File: config.mk
export PLATFORM = sky130hd
export DESIGN_NAME = psrw_window
export DESIGN_NICKNAME = d
export VERILOG_FILES = /design/src/design/psrw_pkg.sv /design/src/design/psrw_window.sv
export SDC_FILE = /design/constraint.sdc
export NUM_CORES = 1
export LEC_CHECK = 0
export BUFFER_PORTS_ARGS = -buffer_cell sky130_fd_sc_hd__buf_2
export CAP_MARGIN = 20
export CORE_MARGIN = 3
export CORE_UTILIZATION = 34
export DETAILED_ROUTE_END_ITERATION = 16
export GPL_TIMING_DRIVEN = 1
export PLACE_DENSITY = 0.75
export RECOVER_POWER = 25
export SETUP_SLACK_MARGIN = 0.1
export SYNTH_ARGS = -nofsm -noshare
export SYNTH_HDL_FRONTEND = slang
export SYNTH_SLANG_ARGS = --single-unit
File: constraint.sdc
create_clock -name clk -period 1.1 [get_ports clk]
set_clock_uncertainty 0.15 [all_clocks]
set_input_delay 0.055 -clock clk [delete_from_list [all_inputs] [get_ports clk]]
set_output_delay 0.055 -clock clk [all_outputs]
set_load 0.05 [all_outputs]
File: src/design/psrw_pkg.sv
package psrw_pkg;

  // ****************************************
  // widths and field positions
  // ****************************************
  localparam int DATA_ADDR_W   = 16;
  localparam int PAGE_W        = 10;
  localparam int PROG_ADDR_W   = 23;
  localparam int WORD_W        = 16;
  localparam int PAGE_EN_BIT   = 9;
  localparam int PAGE_WSEL_BIT = 8;
  localparam int WINDOW_BIT    = 15;
  localparam int PAGE_LOW_W    = 8;

  // ****************************************
  // reset values and page bounds
  // ****************************************
  localparam logic [PAGE_W-1:0] PAGE_RST       = 10'h000;
  localparam logic [PAGE_W-1:0] PAGE_FIRST     = 10'h200;
  localparam logic [PAGE_W-1:0] PAGE_LAST      = 10'h3ff;
  localparam logic [PAGE_W-1:0] PAGE_UPPER_LO  = 10'h300;
  localparam logic [PAGE_W-1:0] PAGE_LOWER_HI  = 10'h2ff;

  // ****************************************
  // added instruction cycles
  // ****************************************
  localparam logic [1:0] EXTRA_MOVE  = 2'h1;
  localparam logic [1:0] EXTRA_OTHER = 2'h2;
  localparam logic [1:0] EXTRA_NONE  = 2'h0;

  // ****************************************
  // request and answer carriers
  // ****************************************
  typedef struct packed {
    logic                   valid;
    logic                   isWrite;
    logic                   isMove;
    logic                   inRepeat;
    logic                   repFirst;
    logic                   repLast;
    logic                   repIntExit;
    logic                   repIntEntry;
    logic [DATA_ADDR_W-1:0] addr;
  } psrw_req_t;

  typedef struct packed {
    logic                   toProgram;
    logic                   toData;
    logic                   addrTrap;
    logic                   upperWord;
    logic [1:0]             extraCycles;
    logic [PROG_ADDR_W-1:0] progAddr;
    logic [DATA_ADDR_W-1:0] dataAddr;
  } psrw_rsp_t;

  typedef enum logic [2:0] {
    PSRW_IDLE = 3'b001,
    PSRW_HOLD = 3'b010,
    PSRW_DONE = 3'b100
  } psrw_state_t;

endpackage

File: src/design/psrw_window.sv
`timescale 1ns/100ps
// Behaviour
// - program route needs address bit15 and page bit9
// - program address is page low8 above address14:1, then page bit8
// - page bit8 selects lower or upper word
// - 512 valid pages 200h through 3FFh
// - 200h-2FFh lower words, 300h-3FFh upper words
// - upper data half maps onto any valid page
// - lower pages give even addresses, reads only
// - upper pages give odd addresses, reads only
// - window access with zero page traps
// - outside repeat: move plus one, others two
// - repeat edges and interrupt edges add two
// - other repeat iterations add nothing
// - page register is ten bits wide
// - program bit15 comes from page bit0
module psrw_window (
  // clock and reset
  input  wire logic                         clk,
  input  wire logic                         arst_n,
  // page registers
  input  wire logic                         pageWe,
  input  wire logic [psrw_pkg::PAGE_W-1:0]  pageWdata,
  input  wire logic [psrw_pkg::PAGE_W-1:0]  writePage,
  output logic      [psrw_pkg::PAGE_W-1:0]  readPage,
  // cpu access
  input  wire psrw_pkg::psrw_req_t          req,
  output psrw_pkg::psrw_rsp_t               rsp,
  output logic                              rspValid,
  // program flash read port
  input  wire logic [23:0]                  flashWord,
  output logic      [psrw_pkg::WORD_W-1:0]  readData
);
  import psrw_pkg::*;

  // ****************************************
  // page register
  // ****************************************
  logic [PAGE_W-1:0] page_reg;

  always_ff @(posedge clk or negedge arst_n) begin
    if (!arst_n) begin
      page_reg <= PAGE_RST;
    end else if (pageWe) begin
      page_reg <= pageWdata;
    end
  end
  assign readPage = page_reg;

  // ****************************************
  // decode
  // ****************************************
  wire inWindow  = req.addr[WINDOW_BIT];
  wire pageOn    = page_reg[PAGE_EN_BIT];
  wire mapped    = inWindow && pageOn && !req.isWrite;
  wire pageValid = page_reg >= PAGE_FIRST;
  wire upperSel  = page_reg[PAGE_WSEL_BIT];
  wire readTrap  = inWindow && !req.isWrite && (page_reg == PAGE_RST);
  wire writeTrap = inWindow && req.isWrite && (writePage == PAGE_RST);
  wire trap      = readTrap || writeTrap;
  // page low bits above ea 14:0, page bit0 lands at bit 15
  wire [PROG_ADDR_W-1:0] wordAddr =
    {page_reg[PAGE_LOW_W-1:0], req.addr[WINDOW_BIT-1:0]};
  // even for lower words, odd for upper words
  wire [PROG_ADDR_W-1:0] progAddr =
    {wordAddr[PROG_ADDR_W-1:1], upperSel};

  wire repEdge = req.repFirst || req.repLast ||
                 req.repIntExit || req.repIntEntry;
  wire [1:0] extra =
    !mapped      ? EXTRA_NONE :
    !req.inRepeat ? (req.isMove ? EXTRA_MOVE : EXTRA_OTHER) :
    repEdge      ? EXTRA_OTHER :
                   EXTRA_NONE;

  psrw_rsp_t rspNext;
  always_comb begin
    rspNext             = '0;
    rspNext.toProgram   = mapped && pageValid && !trap;
    rspNext.toData      = !mapped && !trap;
    rspNext.addrTrap    = trap;
    rspNext.upperWord   = upperSel;
    rspNext.extraCycles = extra;
    rspNext.progAddr    = progAddr;
    rspNext.dataAddr    = req.addr;
  end

  // ****************************************
  // registered answer
  // ****************************************
  psrw_rsp_t rsp_reg;
  logic      valid_reg;
  logic [WORD_W-1:0] data_reg;
  // upper word: phantom byte reads as zero
  wire [WORD_W-1:0] flashSel = upperSel ? {8'h00, flashWord[23:16]}
                                        : flashWord[15:0];

  always_ff @(posedge clk or negedge arst_n) begin
    if (!arst_n) begin
      rsp_reg   <= '0;
      valid_reg <= 1'b0;
      data_reg  <= '0;
    end else begin
      rsp_reg   <= req.valid ? rspNext : '0;
      valid_reg <= req.valid;
      data_reg  <= flashSel;
    end
  end
  assign rsp      = rsp_reg;
  assign rspValid = valid_reg;
  assign readData = data_reg;

  // ****************************************
  // checks: routing and traps
  // ****************************************
  route_cond_a: assert property (
    @(posedge clk) disable iff (!arst_n)
    rsp.toProgram |-> $past(req.valid) && $past(req.addr[WINDOW_BIT])
      && $past(page_reg[PAGE_EN_BIT]) && !$past(req.isWrite))
    else $error("program route without enable");
  trap_zero_a: assert property (
    @(posedge clk) disable iff (!arst_n)
    req.valid && req.addr[WINDOW_BIT] && !req.isWrite && page_reg == PAGE_RST
    |=> rsp.addrTrap && !rsp.toProgram && !rsp.toData)
    else $error("zero page did not trap");
  write_trap_a: assert property (
    @(posedge clk) disable iff (!arst_n)
    req.valid && req.addr[WINDOW_BIT] && req.isWrite && writePage == PAGE_RST
    |=> rsp.addrTrap && !rsp.toData)
    else $error("zero write page did not trap");
  write_nomap_a: assert property (
    @(posedge clk) disable iff (!arst_n)
    req.valid && req.isWrite |=> !rsp.toProgram)
    else $error("write reached program");
  plain_data_a: assert property (
    @(posedge clk) disable iff (!arst_n)
    req.valid && !req.addr[WINDOW_BIT]
    |=> rsp.toData && rsp.extraCycles == EXTRA_NONE)
    else $error("plain access delayed");
  nomap_data_a: assert property (
    @(posedge clk) disable iff (!arst_n)
    req.valid && req.addr[WINDOW_BIT] && !req.isWrite
      && !page_reg[PAGE_EN_BIT] && page_reg != PAGE_RST
    |=> rsp.toData && !rsp.toProgram && rsp.extraCycles == EXTRA_NONE)
    else $error("disabled page left data path");

  // ****************************************
  // checks: address forming
  // ****************************************
  prog_high_a: assert property (
    @(posedge clk) disable iff (!arst_n)
    rsp.toProgram |-> rsp.progAddr[PROG_ADDR_W-1:WINDOW_BIT]
      == $past(page_reg[PAGE_LOW_W-1:0]))
    else $error("program page bits wrong");
  prog_addr_a: assert property (
    @(posedge clk) disable iff (!arst_n)
    rsp.toProgram |-> rsp.progAddr[WINDOW_BIT-1:1]
      == $past(req.addr[WINDOW_BIT-1:1]))
    else $error("program address low bits wrong");
  bit15_a: assert property (
    @(posedge clk) disable iff (!arst_n)
    rsp.toProgram |-> rsp.progAddr[WINDOW_BIT] == $past(page_reg[0]))
    else $error("program bit15 not page bit0");
  word_sel_a: assert property (
    @(posedge clk) disable iff (!arst_n)
    rsp.toProgram |-> rsp.progAddr[0] == $past(page_reg[PAGE_WSEL_BIT])
      && rsp.upperWord == rsp.progAddr[0])
    else $error("word select parity wrong");
  lower_page_a: assert property (
    @(posedge clk) disable iff (!arst_n)
    rsp.toProgram && !rsp.upperWord |-> $past(page_reg) >= PAGE_FIRST
      && $past(page_reg) <= PAGE_LOWER_HI)
    else $error("lower word from wrong page");
  upper_page_a: assert property (
    @(posedge clk) disable iff (!arst_n)
    rsp.toProgram && rsp.upperWord |-> $past(page_reg) >= PAGE_UPPER_LO
      && $past(page_reg) <= PAGE_LAST)
    else $error("upper word from wrong page");

  // ****************************************
  // checks: added cycles
  // ****************************************
  move_one_a: assert property (
    @(posedge clk) disable iff (!arst_n)
    req.valid && mapped && !req.inRepeat && req.isMove
    |=> rsp.extraCycles == EXTRA_MOVE)
    else $error("move penalty not one");
  other_two_a: assert property (
    @(posedge clk) disable iff (!arst_n)
    req.valid && mapped && !req.inRepeat && !req.isMove
    |=> rsp.extraCycles == EXTRA_OTHER)
    else $error("other penalty not two");
  rep_edge_a: assert property (
    @(posedge clk) disable iff (!arst_n)
    req.valid && mapped && req.inRepeat && repEdge
    |=> rsp.extraCycles == EXTRA_OTHER)
    else $error("repeat edge penalty not two");
  rep_mid_a: assert property (
    @(posedge clk) disable iff (!arst_n)
    req.valid && mapped && req.inRepeat && !repEdge
    |=> rsp.extraCycles == EXTRA_NONE)
    else $error("mid repeat penalty nonzero");

  // ****************************************
  // checks: page register and read data
  // ****************************************
  page_write_a: assert property (
    @(posedge clk) disable iff (!arst_n)
    pageWe |=> readPage == $past(pageWdata))
    else $error("page write lost");
  page_hold_a: assert property (
    @(posedge clk) disable iff (!arst_n)
    !pageWe |=> $stable(readPage))
    else $error("page changed without write");
  lower_data_a: assert property (
    @(posedge clk) disable iff (!arst_n)
    rsp.toProgram && !rsp.upperWord |-> readData == $past(flashWord[15:0]))
    else $error("lower word data wrong");
  upper_data_a: assert property (
    @(posedge clk) disable iff (!arst_n)
    rsp.toProgram && rsp.upperWord
    |-> readData == {8'h00, $past(flashWord[23:16])})
    else $error("upper word data wrong");

  // ****************************************
  // coverage
  // ****************************************
  lower_c: cover property (@(posedge clk) rsp.toProgram && !rsp.upperWord);
  upper_c: cover property (@(posedge clk) rsp.toProgram && rsp.upperWord);
  trap_c:  cover property (@(posedge clk) rsp.addrTrap);
  rep_c:   cover property (@(posedge clk)
    req.valid && mapped && req.inRepeat && !repEdge);
  move_c:  cover property (@(posedge clk)
    rsp.toProgram && rsp.extraCycles == EXTRA_MOVE);

endmodule

Yosys cells after proc, flatten, opt, wreduce, memory -nomap -nowiden
Cells that the tools add are included.
- bits in registers: 72
- input bits: 71
- output and inout bits: 72
- word-level logic and storage cells: 35
- $lt $le $gt $ge: 1
- muxes and demuxes: 6
- reduce and logical (&&, ||, !) cells: 18
- operators with widths (operator ; count):
    $mux W45 ; 1
    $logic_not A10 Y1 ; 2
    $mux W16 ; 1
    $ge A10 B10 Y1 const B ; 1
    $logic_and A1 B1 Y1 ; 9
    $mux W2 ; 4
    $logic_or A1 B1 Y1 ; 4
    $logic_not A1 Y1 ; 3

Depth between registers and ports, before layout
Gate-level depths: netlist (run 1).
- depth in word-level cells: 7
- mapped depth: 4
- gate-level depth less buffers: 3

Worst setup path before layout (run 1)
Ideal clock, no wire load.
- kind: register to register
- from: register, netlist name readPage[8]
- to: register page_reg[8], in the netlist readPage[8]
- setup time: 0.125 ns
- data arrival time: 1.205 ns
- required time: 0.825 ns
- setup slack: -0.380 ns
- cell stages (with the launch flop): 4
- path buffers: 2
- clock period less this slack: 1.480 ns
- cell sequence: dfrtp_1 > buf_4 > buf_2 > mux2_2
- RTL lines (what ; line ; RTL):
    end signal, assigned ; psrw_window.sv:45 ; page_reg <= pageWdata;
    end, declared ; psrw_window.sv:39 ; logic [PAGE_W-1:0] page_reg;

Final worst setup path (run 1)
- from: register page_reg[1], in the netlist readPage[1]
- to: register rsp_reg (netlist bit rsp[43])
- longest elaborated chain between the ends: 6
- ends and longest elaborated chain (what ; line ; RTL):
    $logic_not A10 Y1 ; psrw_window.sv:58 ; wire readTrap = inWindow && !req.isWrite && (page_reg == PAGE_RST);
    $logic_and A1 B1 Y1 ; psrw_window.sv:58 ;
    $logic_or A1 B1 Y1 ; psrw_window.sv:60 ; wire trap = readTrap || writeTrap;
    $logic_not A1 Y1 ; psrw_window.sv:80 ; rspNext.toData = !mapped && !trap;
    $logic_and A1 B1 Y1 ; psrw_window.sv:80 ;
    $mux W45 ; psrw_window.sv:104 ; rsp_reg <= req.valid ? rspNext : '0;
    end signal, assigned ; psrw_window.sv:104 ;
    end, declared ; psrw_window.sv:91 ; psrw_rsp_t rsp_reg;
No other way between the ends.
A chain may end at the register's enable or synchronous reset.

==> flow_metrics.py, run 1 <==
metrics = {
    "critical_path": {
        "cp_endpoint_kind": "flip-flop",
        "regToRegEndpoint": "rsp[43]",
        "cp-start-kind": "flip-flop",
        "rrSetupSlack_ps": -160,
        "crit_path_top_delay_cell": "dfrtp_2",
        "regToRegStartpoint": "readPage[1]",
        "path_class": "flip-flop to flip-flop",
        "cpLargestDelayFamily": "simple AND/OR/NAND/NOR gates",
        "timing.reg2reg.worst_path_depth": 3,
        "cp.buffers_inverters": 0,
        "cp_max_fo": 2,
        "path_cells": "nor4_4 > nand4_1 > and4_1",
        "max_stage_delay_ps": 430,
        "cp_data_required_time_ps": 1160,
        "arrival_worst_endpoint_ps": 1310,
    },
    "global_route": {
        "grt_util_all_layers": 0.193,
        "vias_in_the_first_global_route": 2197,
        "number_of_antenna_violations_at_the_first_check_in_global_routing": 0,
        "grt_start_max_net_pins": 58,
        "gr_overflow_total": 0,
        "wire_length_of_the_first_global_routing_pass_um": 10700,
    },
    "logic_synthesis": {
        "netlist_area_um2": 2100,
        "yosysWarningCount": 0,
        "ys_ff_latch": 57,
        "post-synth-top-area-cell": "dfrtp_1",
        "ys_seq_area_frac": 0.679,
        "post_synth_inst_count": 146,
        "post-synth-top-area-fraction": 0.679,
        "synth_enable_flop_cells": 0,
        "synth_cell_type_count": 20,
        "synth_async_sr_flop_share": 1.00,
        "ys_top_cells_by_count": "dfrtp_1 (57), and2_1 (24), mux2_2 (18)",
        "ys_top_cells_by_area": "dfrtp_1 (68%), mux2_2 (9.7%), and2_1 (7.2%), buf_4 (5.7%), nor2b_1 (3.0%)",
        "synth_top_flop_cell": "dfrtp_1",
        "postSynthAreaPerCell_um2": 14.4,
        "synthMostInstantiatedCell": "dfrtp_1",
        "postSynthNetCount": 217,
    },
    "timing": {
        "setup_violations": 32,
        "max_freq_mhz": 796,
        "setup_tns_ps": -2270,
        "hold_ws_ps": -86.6,
        "rsz_0062_raised_after_global_routing": "true",
        "setup_slack_ps": -157,
        "timing.final.crit_period_ps": 1260,
        "timing_max_transition_violations_final": 0,
        "slew-limit-headroom": 0.665,
        "crit_share_post_route": 1.14,
        "timing_hold_violations_final": 2,
        "worst_pin_slew_ps": 503,
    },
    "flow_run": {
        "drv.max_cap_violation_count": 0,
    },
    "worst_hold_path": {
        "worst_min_delay_path_class": "input port to flip-flop",
        "min-delay-start": "writePage[1]",
        "min_delay_worst_endpoint": "rsp[42]",
        "worstHoldPathCells": 4,
    },
    "clock_network": {
        "cts_made_buffers": 9,
        "cts.sinks": 57,
        "cts.htree.levels": 3,
        "clock_tree.buffer_depth": 2,
        "clk-insertion-delay-late_ps": 320,
        "hold_fix_buffer_count_after_cts": 56,
        "tritoncts": "yes",
        "clk_root_buffer_cell": "clkbuf_8",
        "cts.clk_slew.worst_paths_ps": 70,
    },
    "floorplanning": {
        "ioPinCount": 143,
        "floorplan.die_area_um2": 7150,
        "core.rowCount": 27,
        "starting_utilization_of_the_core_area": 0.366,
        "die_width_um": 84.6,
        "design.core.area_um2": 5740,
        "die_height_um": 84.6,
    },
    "pwr": {
        "clockPowerShare": 0.275,
        "p_leak_uw": 0.00217,
        "cellPowerDensity_nw_per_um2": 1350,
        "power.sequential.fraction": 0.402,
        "p_sw_uw": 1870,
        "p_sw_frac": 0.316,
        "cell_internal_pwr_uw": 4050,
        "pwr-share-comb": 0.323,
        "peak_supply_drop_uv": 956,
    },
    "place": {
        "place_worst_setup_slack_ps": -140,
        "dp.final_hpwl_um": 3960,
        "buffer_ports.inserted": 142,
        "gp_congestion": 0.763,
    },
    "finish": {
        "num-nets-final": 432,
        "num_antenna_cells": 0,
        "syn_to_layout_area_delta_pct": 108,
        "largest_register_ff_count": 30,
        "final_layout_size_suffix_gt1_frac": 0.637,
        "final_core_util": 0.761,
    },
    "drt": {
        "first_pass_iters": 4,
        "routed-via-count": 1899,
        "postRouteAntennaNets": 0,
        "wire_per_inst_um": 15.7,
        "drc": 0,
        "totalWireLength_um": 6880,
        "violation_count_after_the_first_detailed_routing_iteration": 42,
        "post_drt_via_cell_ratio": 4.34,
    },
    "run_status": {
        "failing_checks": "negative hold slack, negative setup slack",
        "run_status": "finished with violations",
    },
}
## final cells by class
type | count | area, µm²
repair buffers | 224 | 2030
flip-flops and latches | 57 | 1460
fillers | 381 | 1370
multi-input cells | 68 | 627
clock buffers | 15 | 156
well taps | 72 | 90.1
clock inverters | 1 | 5.00
inverters | 1 | 3.75
## logic make-up after synthesis
| group | share of synthesized area |
|---|---|
| compound gates | 0.00715 |
| buf+inv | 0.0673 |
| simple gates | 0.150 |
| flops | 0.679 |
| mux | 0.0965 |
## worst min-delay path, stage by stage
cell	delay (ps)
buf_2	70
nor4bb_1	40
nand3_1	100
a21boi_1	70
## worst max path at each step
stage | end | depth (start not counted) | from | slack, ps
2_1_floorplan | rsp[43] | 3 | readPage[2] | -230
3_3_place_gp | rsp[43] | 3 | readPage[1] | -130
3_5_place_dp | rsp[43] | 3 | readPage[1] | -140
4_1_cts | rsp[43] | 3 | readPage[6] | -160
5_1_grt | rsp[43] | 3 | readPage[1] | -180
6_report | rsp[43] | 3 | readPage[1] | -160
## routing by layer
layer / part of all wire / wire (µm) / vias up / track usage
met3: 0.056 / 383 / 6 / 0.0451
met1: 0.36 / 2490 / 924 / 0.215
met4: 0.0052 / 36 / 0 / 0.0662
met2: 0.58 / 3970 / 77 / 0.357
met5: 0 / 0 / - / 0
li1: - / - / 892 / -
## power groups by stage
stage	Sequential, µW	Clock (µW)	Combinational (µW)
after floorplan	2920	0	344
after global placement	2370	0	1270
after detailed placement	2380	0	1280
after CTS	2370	1680	1820
after global routing	2400	1780	2000
final	2380	1630	1910
## metrics by stage
step | instance area, µm² | total power (µW) | std cells
3_5_place_dp | 2910 | 3660 | 352
6_report | 4370 | 5920 | 438
5_1_grt | 4370 | 6180 | 438
4_1_cts | 4260 | 5870 | 433
2_1_floorplan | 2160 | 3260 | 146
3_3_place_gp | 2910 | 3640 | 352
## placed cells by master (no fill, tap or decap)
master and count:
dfrtp_2 25, and2b_1 1, a211oi_1 1, nand4_1 1, dfrtp_1 32, inv_1 1, and2_4 8, nor2_1 1
and4_1 1, buf_6 86, buf_2 70, buf_8 8, nand3_1 2, mux2_4 16, buf_4 4, clkbuf_8 10
a21boi_1 1, nor2b_4 1, mux2_2 2, dlymetal6s4s_1 1, nor2b_1 9, nor4_4 1, clkinv_2 1, and2_1 17
nor4_2 1, clkbuf_1 5, nor4bb_1 1, nor4_1 3, dlygate4sd3_1 55, nand2_1 1
## repair_timing
| item | 4_1_cts | 5_1_grt |
|---|---|---|
| gates resized for setup | 175 | 23 |
| hold endpoints to repair | 110 | 2 |
| pin swaps | 2 | 2 |
| endpoints found under the setup margin | 100 | 122 |
| setup buffers | 8 | 5 |
| cloned | 1 | 0 |
Note: power is estimated with default switching activity, not from simulation.
==> inputs of run 2 (changes only) <==
--- a/config.mk
+++ b/config.mk
@@ -5,13 +5,14 @@
 export SDC_FILE = /design/constraint.sdc
 export NUM_CORES = 1
 export LEC_CHECK = 0
+export ABC_AREA = 1
 export BUFFER_PORTS_ARGS = -buffer_cell sky130_fd_sc_hd__buf_2
 export CAP_MARGIN = 20
 export CORE_MARGIN = 3
 export CORE_UTILIZATION = 34
 export DETAILED_ROUTE_END_ITERATION = 16
 export GPL_TIMING_DRIVEN = 1
-export PLACE_DENSITY = 0.75
+export PLACE_DENSITY = 0.74
 export RECOVER_POWER = 25
 export SETUP_SLACK_MARGIN = 0.1
 export SYNTH_ARGS = -nofsm -noshare
==> run 2 against run 1 <==
Against the previous run: the flow still finishes with violations (negative hold slack, negative setup slack); clock-buffer cell count fell by 1; non-clock buffer count fell by 5; area after synthesis rose by 5.8%; cell area rose by 3.7%; global-route usage barely moved; critical endpoint is now readPage[8].
==> flow_metrics.py, run 2 <==
metrics = {
    "timing": {
        "hold_ws_ps": -95.8,
        "setup_tns_ps": -1140,
        "worst_pin_slew_ps": 511,
        "timing_max_transition_violations_final": 0,
        "setup_slack_ps": -108,
        "max_freq_mhz": 827,
        "slew-limit-headroom": 0.660,
        "timing.final.crit_period_ps": 1210,
        "rsz_0062_raised_after_global_routing": "true",
        "crit_share_post_route": 1.10,
        "timing_hold_violations_final": 4,
        "setup_violations": 37,
    },
    "floorplanning": {
        "starting_utilization_of_the_core_area": 0.362,
        "die_width_um": 86.8,
        "die_height_um": 86.8,
        "floorplan.die_area_um2": 7540,
        "ioPinCount": 143,
        "core.rowCount": 28,
        "design.core.area_um2": 6130,
    },
    "worst_hold_path": {
        "min_delay_worst_endpoint": "rsp[44]",
        "worst_min_delay_path_class": "input port to flip-flop",
        "worstHoldPathCells": 4,
        "min-delay-start": "req[22]",
    },
    "place": {
        "place_worst_setup_slack_ps": -61.2,
        "dp_cells": 443,
        "buffer_ports.inserted": 142,
        "dp.final_hpwl_um": 3920,
        "gp_congestion": 0.723,
    },
    "pwr": {
        "cellPowerDensity_nw_per_um2": 1340,
        "cell_internal_pwr_uw": 4100,
        "clockPowerShare": 0.302,
        "power.sequential.fraction": 0.390,
        "p_sw_frac": 0.323,
        "overall_power_of_the_completed_layout_uw": 6060,
        "pwr-share-comb": 0.308,
        "p_sw_uw": 1960,
        "peak_supply_drop_uv": 901,
        "p_leak_uw": 0.00245,
    },
    "global_route": {
        "grt_busiest_layer": "met2",
        "vias_in_the_first_global_route": 2358,
        "grt_util_all_layers": 0.193,
        "number_of_antenna_violations_at_the_first_check_in_global_routing": 0,
        "global_route.usage.met1": 0.203,
        "grt_start_max_net_pins": 58,
        "use_met3": 0.0637,
        "groute.layer.met2.usage": 0.350,
        "wire_length_of_the_first_global_routing_pass_um": 11000,
        "gr_overflow_total": 0,
    },
    "clock_network": {
        "cts.sinks": 57,
        "tritoncts": "yes",
        "cts.clk_slew.worst_paths_ps": 60,
        "clk-insertion-delay-late_ps": 320,
        "cts.htree.levels": 3,
        "cts_made_buffers": 9,
        "clock_tree.buffer_depth": 2,
        "clk_root_buffer_cell": "clkbuf_8",
    },
    "critical_path": {
        "cpLargestDelayFamily": "flip-flops",
        "cp.buffers_inverters": 1,
        "rrSetupSlack_ps": -50,
        "cp_max_fo": 5,
        "crit_path_top_delay_cell": "dfrtp_2",
        "timing.reg2reg.worst_path_depth": 6,
        "max_stage_delay_ps": 490,
        "arrival_worst_endpoint_ps": 1000,
        "cp_data_required_time_ps": 890,
        "path_class": "flip-flop to primary output",
        "path_cells": "buf_8",
        "regToRegStartpoint": "readPage[8]",
        "cp_endpoint_kind": "primary output",
        "cp-start-kind": "flip-flop",
        "regToRegEndpoint": "rsp[43]",
    },
    "logic_synthesis": {
        "postSynthNetCount": 307,
        "ys_ff_latch": 57,
        "netlist_area_um2": 2220,
        "post-synth-top-area-cell": "dfrtp_1",
        "synth_async_sr_flop_share": 1.00,
        "synth_cell_type_count": 19,
        "ys_top_cells_by_count": "nand2_1 (72), dfrtp_1 (57), inv_1 (45)",
        "synth_enable_flop_cells": 0,
        "post-synth-top-area-fraction": 0.642,
        "postSynthAreaPerCell_um2": 9.41,
        "synthMostInstantiatedCell": "nand2_1",
        "ys_top_cells_by_area": "dfrtp_1 (64%), nand2_1 (12%), inv_1 (7.6%), buf_4 (5.4%), nor2_1 (3.0%)",
        "ys_seq_area_frac": 0.642,
        "synth_top_flop_cell": "dfrtp_1",
        "yosysWarningCount": 0,
        "post_synth_inst_count": 236,
    },
    "drt": {
        "post_drt_via_cell_ratio": 4.30,
        "first_pass_iters": 4,
        "drc": 0,
        "postRouteAntennaNets": 0,
        "routed-via-count": 2252,
        "wire_per_inst_um": 13.7,
        "violation_count_after_the_first_detailed_routing_iteration": 68,
        "totalWireLength_um": 7190,
    },
    "finish": {
        "final_layout_size_suffix_gt1_frac": 0.535,
        "num_antenna_cells": 0,
        "multi_input_logic_area_um2": 599,
        "n_fill_cell": 399,
        "num-nets-final": 515,
        "syn_to_layout_area_delta_pct": 104,
        "area.sequential_um2": 1460,
        "mostFrequentLayoutCell": "buf_6",
        "final-instance-count-excl-fill": 524,
        "leading_cell_types_in_the_layout_fill_and_taps_excluded": "buf_6 (79), buf_2 (69), dlygate4sd3_1 (59)",
        "largest_register_ff_count": 30,
    },
    "run_status": {
        "run_status": "finished with violations",
        "failing_checks": "negative hold slack, negative setup slack",
    },
    "flow_run": {
        "drv.max_cap_violation_count": 0,
    },
}
run 2: cell types whose count changed after synthesis, moves of 2 or more:
cell     before  now
inv_1         1   45
nor3_1        0    2
o21ai_0       0   10
nor2_2        0    2
nor4_1        3    0
mux2_2       18    0
nor4_2        2    0
nand2_1       1   72
nor2_1        1   18
nor2b_1      10    0
and2_1       24    0
run 2: metal layers:
metal / wire, µm / part of all wire / up-vias
met5: 0 / 0 / -
met4: 216 / 0.030 / 0
met3: 439 / 0.061 / 19
met2: 3980 / 0.55 / 109
met1: 2560 / 0.36 / 1044
li1: - / - / 1080
run 2: metrics by stage:
step / cell area, µm² / utilization
final: 4540 / 0.740
after global routing: 4540 / 0.740
after CTS: 4350 / 0.710
after detailed placement: 3020 / 0.493
after global placement: 3020 / 0.493
after floorplan: 2260 / -
run 2: how the worst max path moves through the flow:
stage                 from           to  cells past startpoint
2_1_floorplan  readPage[8]      rsp[43]                      7
3_3_place_gp   readPage[3]      rsp[43]                      6
3_5_place_dp   readPage[3]      rsp[43]                      6
4_1_cts        readPage[0]  readPage[0]                      2
5_1_grt        readPage[8]  readPage[8]                      1
6_report       readPage[8]  readPage[8]                      1
run 2: final cells by class:
class | count | share of cell area
Multi-Input combinational cell | 110 | 0.132
Clock buffer | 14 | 0.0403
Clock inverter | 2 | 0.00221
Tap cell | 75 | 0.0207
Timing Repair Buffer | 219 | 0.443
Inverter | 47 | 0.0406
Sequential cell | 57 | 0.321
run 2: what timing repair did:
item / 4_1_cts / 5_1_grt
cloned: 1 / 1
setup buffers: 3 / 2
hold endpoints to repair: 114 / 5
pin swaps: 6 / 9
resized for setup: 169 / 48
setup endpoints to repair: 83 / 94
hold buffers: 58 / 1
run 2: cell families (layout without fill, tap and decap cells):
family                 after synthesis  after routing  synth area share
buffers and inverters               69            282             0.152
AO/OA/AOI/OAI                       12             12            0.0287
AND/OR/NAND/NOR                     98             98             0.177
flip-flops                          57             57             0.642
run 2: power groups by stage:
stage	registers [µW]	logic, µW	clock network, µW
after floorplan	2880	351	0
after global placement	2340	1280	0
after detailed placement	2350	1290	0
after CTS	2350	1740	1880
after global routing	2370	1980	1950
final	2360	1870	1830
==> inputs of run 3 (changes only) <==
--- a/config.mk
+++ b/config.mk
@@ -11,10 +11,11 @@
 export CORE_MARGIN = 3
 export CORE_UTILIZATION = 34
 export DETAILED_ROUTE_END_ITERATION = 16
+export GPL_ROUTABILITY_DRIVEN = 0
 export GPL_TIMING_DRIVEN = 1
 export PLACE_DENSITY = 0.74
 export RECOVER_POWER = 25
-export SETUP_SLACK_MARGIN = 0.1
+export SETUP_SLACK_MARGIN = 0.5
 export SYNTH_ARGS = -nofsm -noshare
 export SYNTH_HDL_FRONTEND = slang
 export SYNTH_SLANG_ARGS = --single-unit
==> constraint.sdc (replaced) <==
create_clock -name clk -period 1 [get_ports clk]
set_clock_uncertainty 0.15 [all_clocks]
set_input_delay 0.05 -clock clk [delete_from_list [all_inputs] [get_ports clk]]
set_output_delay 0.05 -clock clk [all_outputs]
set_load 0.05 [all_outputs]
==> run 3 against run 2 <==
Against the previous run: the flow still finishes with violations (negative hold slack, negative setup slack); sequential share of layout area increased by 3.6 points; worst setup slack got worse by 140 ps; die area unchanged; sequential cell count unchanged; combinational power increased by 8%; via count decreased by 11%; non-clock buffer count decreased by 44; hold slack got worse by 170 ps; cell area decreased by 7.7%; first-iteration DRC count increased by 34%; clock power increased by 15%; critical path depth increased by 6.
==> flow_metrics.py, run 3 (synthesis results as in run 2) <==
metrics = {
    "run_status": {
        "run_status": "finished with violations",
        "failing_checks": "negative hold slack, negative setup slack",
    },
    "floorplanning": {
        "design.core.area_um2": 6130,
        "die_width_um": 86.8,
        "core.rowCount": 28,
        "floorplan.die_area_um2": 7540,
        "ioPinCount": 143,
        "starting_utilization_of_the_core_area": 0.362,
        "die_height_um": 86.8,
    },
    "timing": {
        "crit_share_post_route": 1.24,
        "timing_max_transition_violations_final": 0,
        "worst_pin_slew_ps": 764,
        "max_freq_mhz": 804,
        "timing_hold_violations_final": 105,
        "setup_violations": 95,
        "setup_slack_ps": -245,
        "hold_ws_ps": -262,
        "timing.final.crit_period_ps": 1240,
        "slew-limit-headroom": 0.490,
        "rsz_0062_raised_after_global_routing": "true",
    },
    "global_route": {
        "number_of_antenna_violations_at_the_first_check_in_global_routing": 0,
        "grt_start_max_net_pins": 58,
        "wire_length_of_the_first_global_routing_pass_um": 10300,
        "vias_in_the_first_global_route": 2141,
        "grt_util_all_layers": 0.179,
        "gr_overflow_total": 0,
    },
    "drt": {
        "totalWireLength_um": 6570,
        "routed-via-count": 2014,
        "wire_per_inst_um": 13.7,
        "wl_met3_um": 446,
        "post_drt_via_cell_ratio": 4.20,
        "first_pass_iters": 3,
        "wl_met1_um": 2330,
        "route.top_layer_used": "met4",
        "drc": 0,
        "postRouteAntennaNets": 0,
        "met2_length_um": 3660,
        "violation_count_after_the_first_detailed_routing_iteration": 91,
    },
    "clock_network": {
        "clk_root_buffer_cell": "clkbuf_8",
        "tritoncts": "yes",
        "cts.htree.levels": 3,
        "cts_made_buffers": 9,
        "cts.sinks": 57,
        "cts.clk_slew.worst_paths_ps": 60,
        "clock_tree.buffer_depth": 2,
        "clk-insertion-delay-late_ps": 330,
    },
    "finish": {
        "final_layout_size_suffix_gt1_frac": 0.773,
        "n_fill_cell": 470,
        "largest_register_ff_count": 30,
        "post-route-cell-area_um2": 4190,
        "num_antenna_cells": 0,
        "mostFrequentLayoutCell": "buf_6",
        "syn_to_layout_area_delta_pct": 88.6,
        "final-instance-count-excl-fill": 480,
        "num-nets-final": 471,
        "leading_cell_types_in_the_layout_fill_and_taps_excluded": "buf_6 (89), buf_2 (70), dfrtp_2 (55)",
    },
    "place": {
        "placement.cell_area_um2": 3110,
        "dp_cells": 449,
        "dp.final_hpwl_um": 4130,
        "buffer_ports.inserted": 142,
    },
    "flow_run": {
        "drv.max_cap_violation_count": 0,
    },
    "pwr": {
        "overall_power_of_the_completed_layout_uw": 6730,
        "peak_supply_drop_uv": 954,
        "p_leak_uw": 0.00225,
        "cellPowerDensity_nw_per_um2": 1610,
    },
    "worst_hold_path": {
        "worstHoldPathCells": 1,
        "worst_min_delay_path_class": "input port to flip-flop",
    },
    "critical_path": {
        "cp_data_required_time_ps": 1070,
        "cp_max_fo": 2,
        "path_class": "flip-flop to flip-flop",
        "cp_endpoint_kind": "flip-flop",
        "cp-start-kind": "flip-flop",
        "arrival_worst_endpoint_ps": 1310,
        "timing.reg2reg.worst_path_depth": 7,
    },
}
[run 3: worst paths after layout]
check                       startpoint           to  slack, ps
hold reg to reg            readPage[3]      rsp[34]        360
hold / removal                 req[23]     rspValid       -260
max in group asynchronous       arst_n      rsp[24]        390
setup / recovery           readPage[0]      rsp[43]       -240
setup reg to reg           readPage[0]      rsp[43]       -240
min in group asynchronous       arst_n  readData[6]       -240
[run 3: layout make-up]
type	instances	area [µm²]	share of cell area
Timing Repair Buffer	175	1560	0.372
Sequential cell	57	1500	0.357
Clock inverter	3	40.0	0.00956
Clock buffer	13	149	0.0356
Inverter	47	189	0.0451
Tap cell	75	93.8	0.0224
Multi-Input combinational cell	110	663	0.158
[run 3: power breakdown]
group,total (µW),switching (µW),internal [µW],leakage [µW]
combinational,2020,1200,818,0.00150
sequential,2610,118,2490,0.000651
clock,2100,883,1210,0.0000974
total,6730,2200,4520,0.00225
[run 3: metrics by stage]
stage / setup TNS [ps] / utilization / setup WS [ps]
5_1_grt: -12050 / 0.683 / -285
4_1_cts: -9900 / 0.654 / -219
2_1_floorplan: -3420 / - / -287
3_5_place_dp: -673 / 0.507 / -166
6_report: -9450 / 0.683 / -245
3_3_place_gp: -360 / 0.507 / -137
[run 3: critical path: stages (launching register included)]
cell	delay, ps
dfrtp_2	410
buf_6	120
inv_4	50
nand2_2	60
nor2_2	130
nand3_2	100
nand2_1	80
nor2_1	40
[run 3: repair_timing]
action                                  in CTS  in global routing
buffers inserted                             5                  8
hold endpoints to repair                   105                104
cloned                                       2                  0
endpoints found under the setup margin     112                112
resized for setup                          207                 42
pin swaps                                   11                  7
[run 3: routing by layer]
layer  track usage  vias to the layer above
met5             0                        -
met4        0.0921                        0
met3        0.0361                       13
met2         0.316                       79
met1         0.203                      930
li1              -                      992
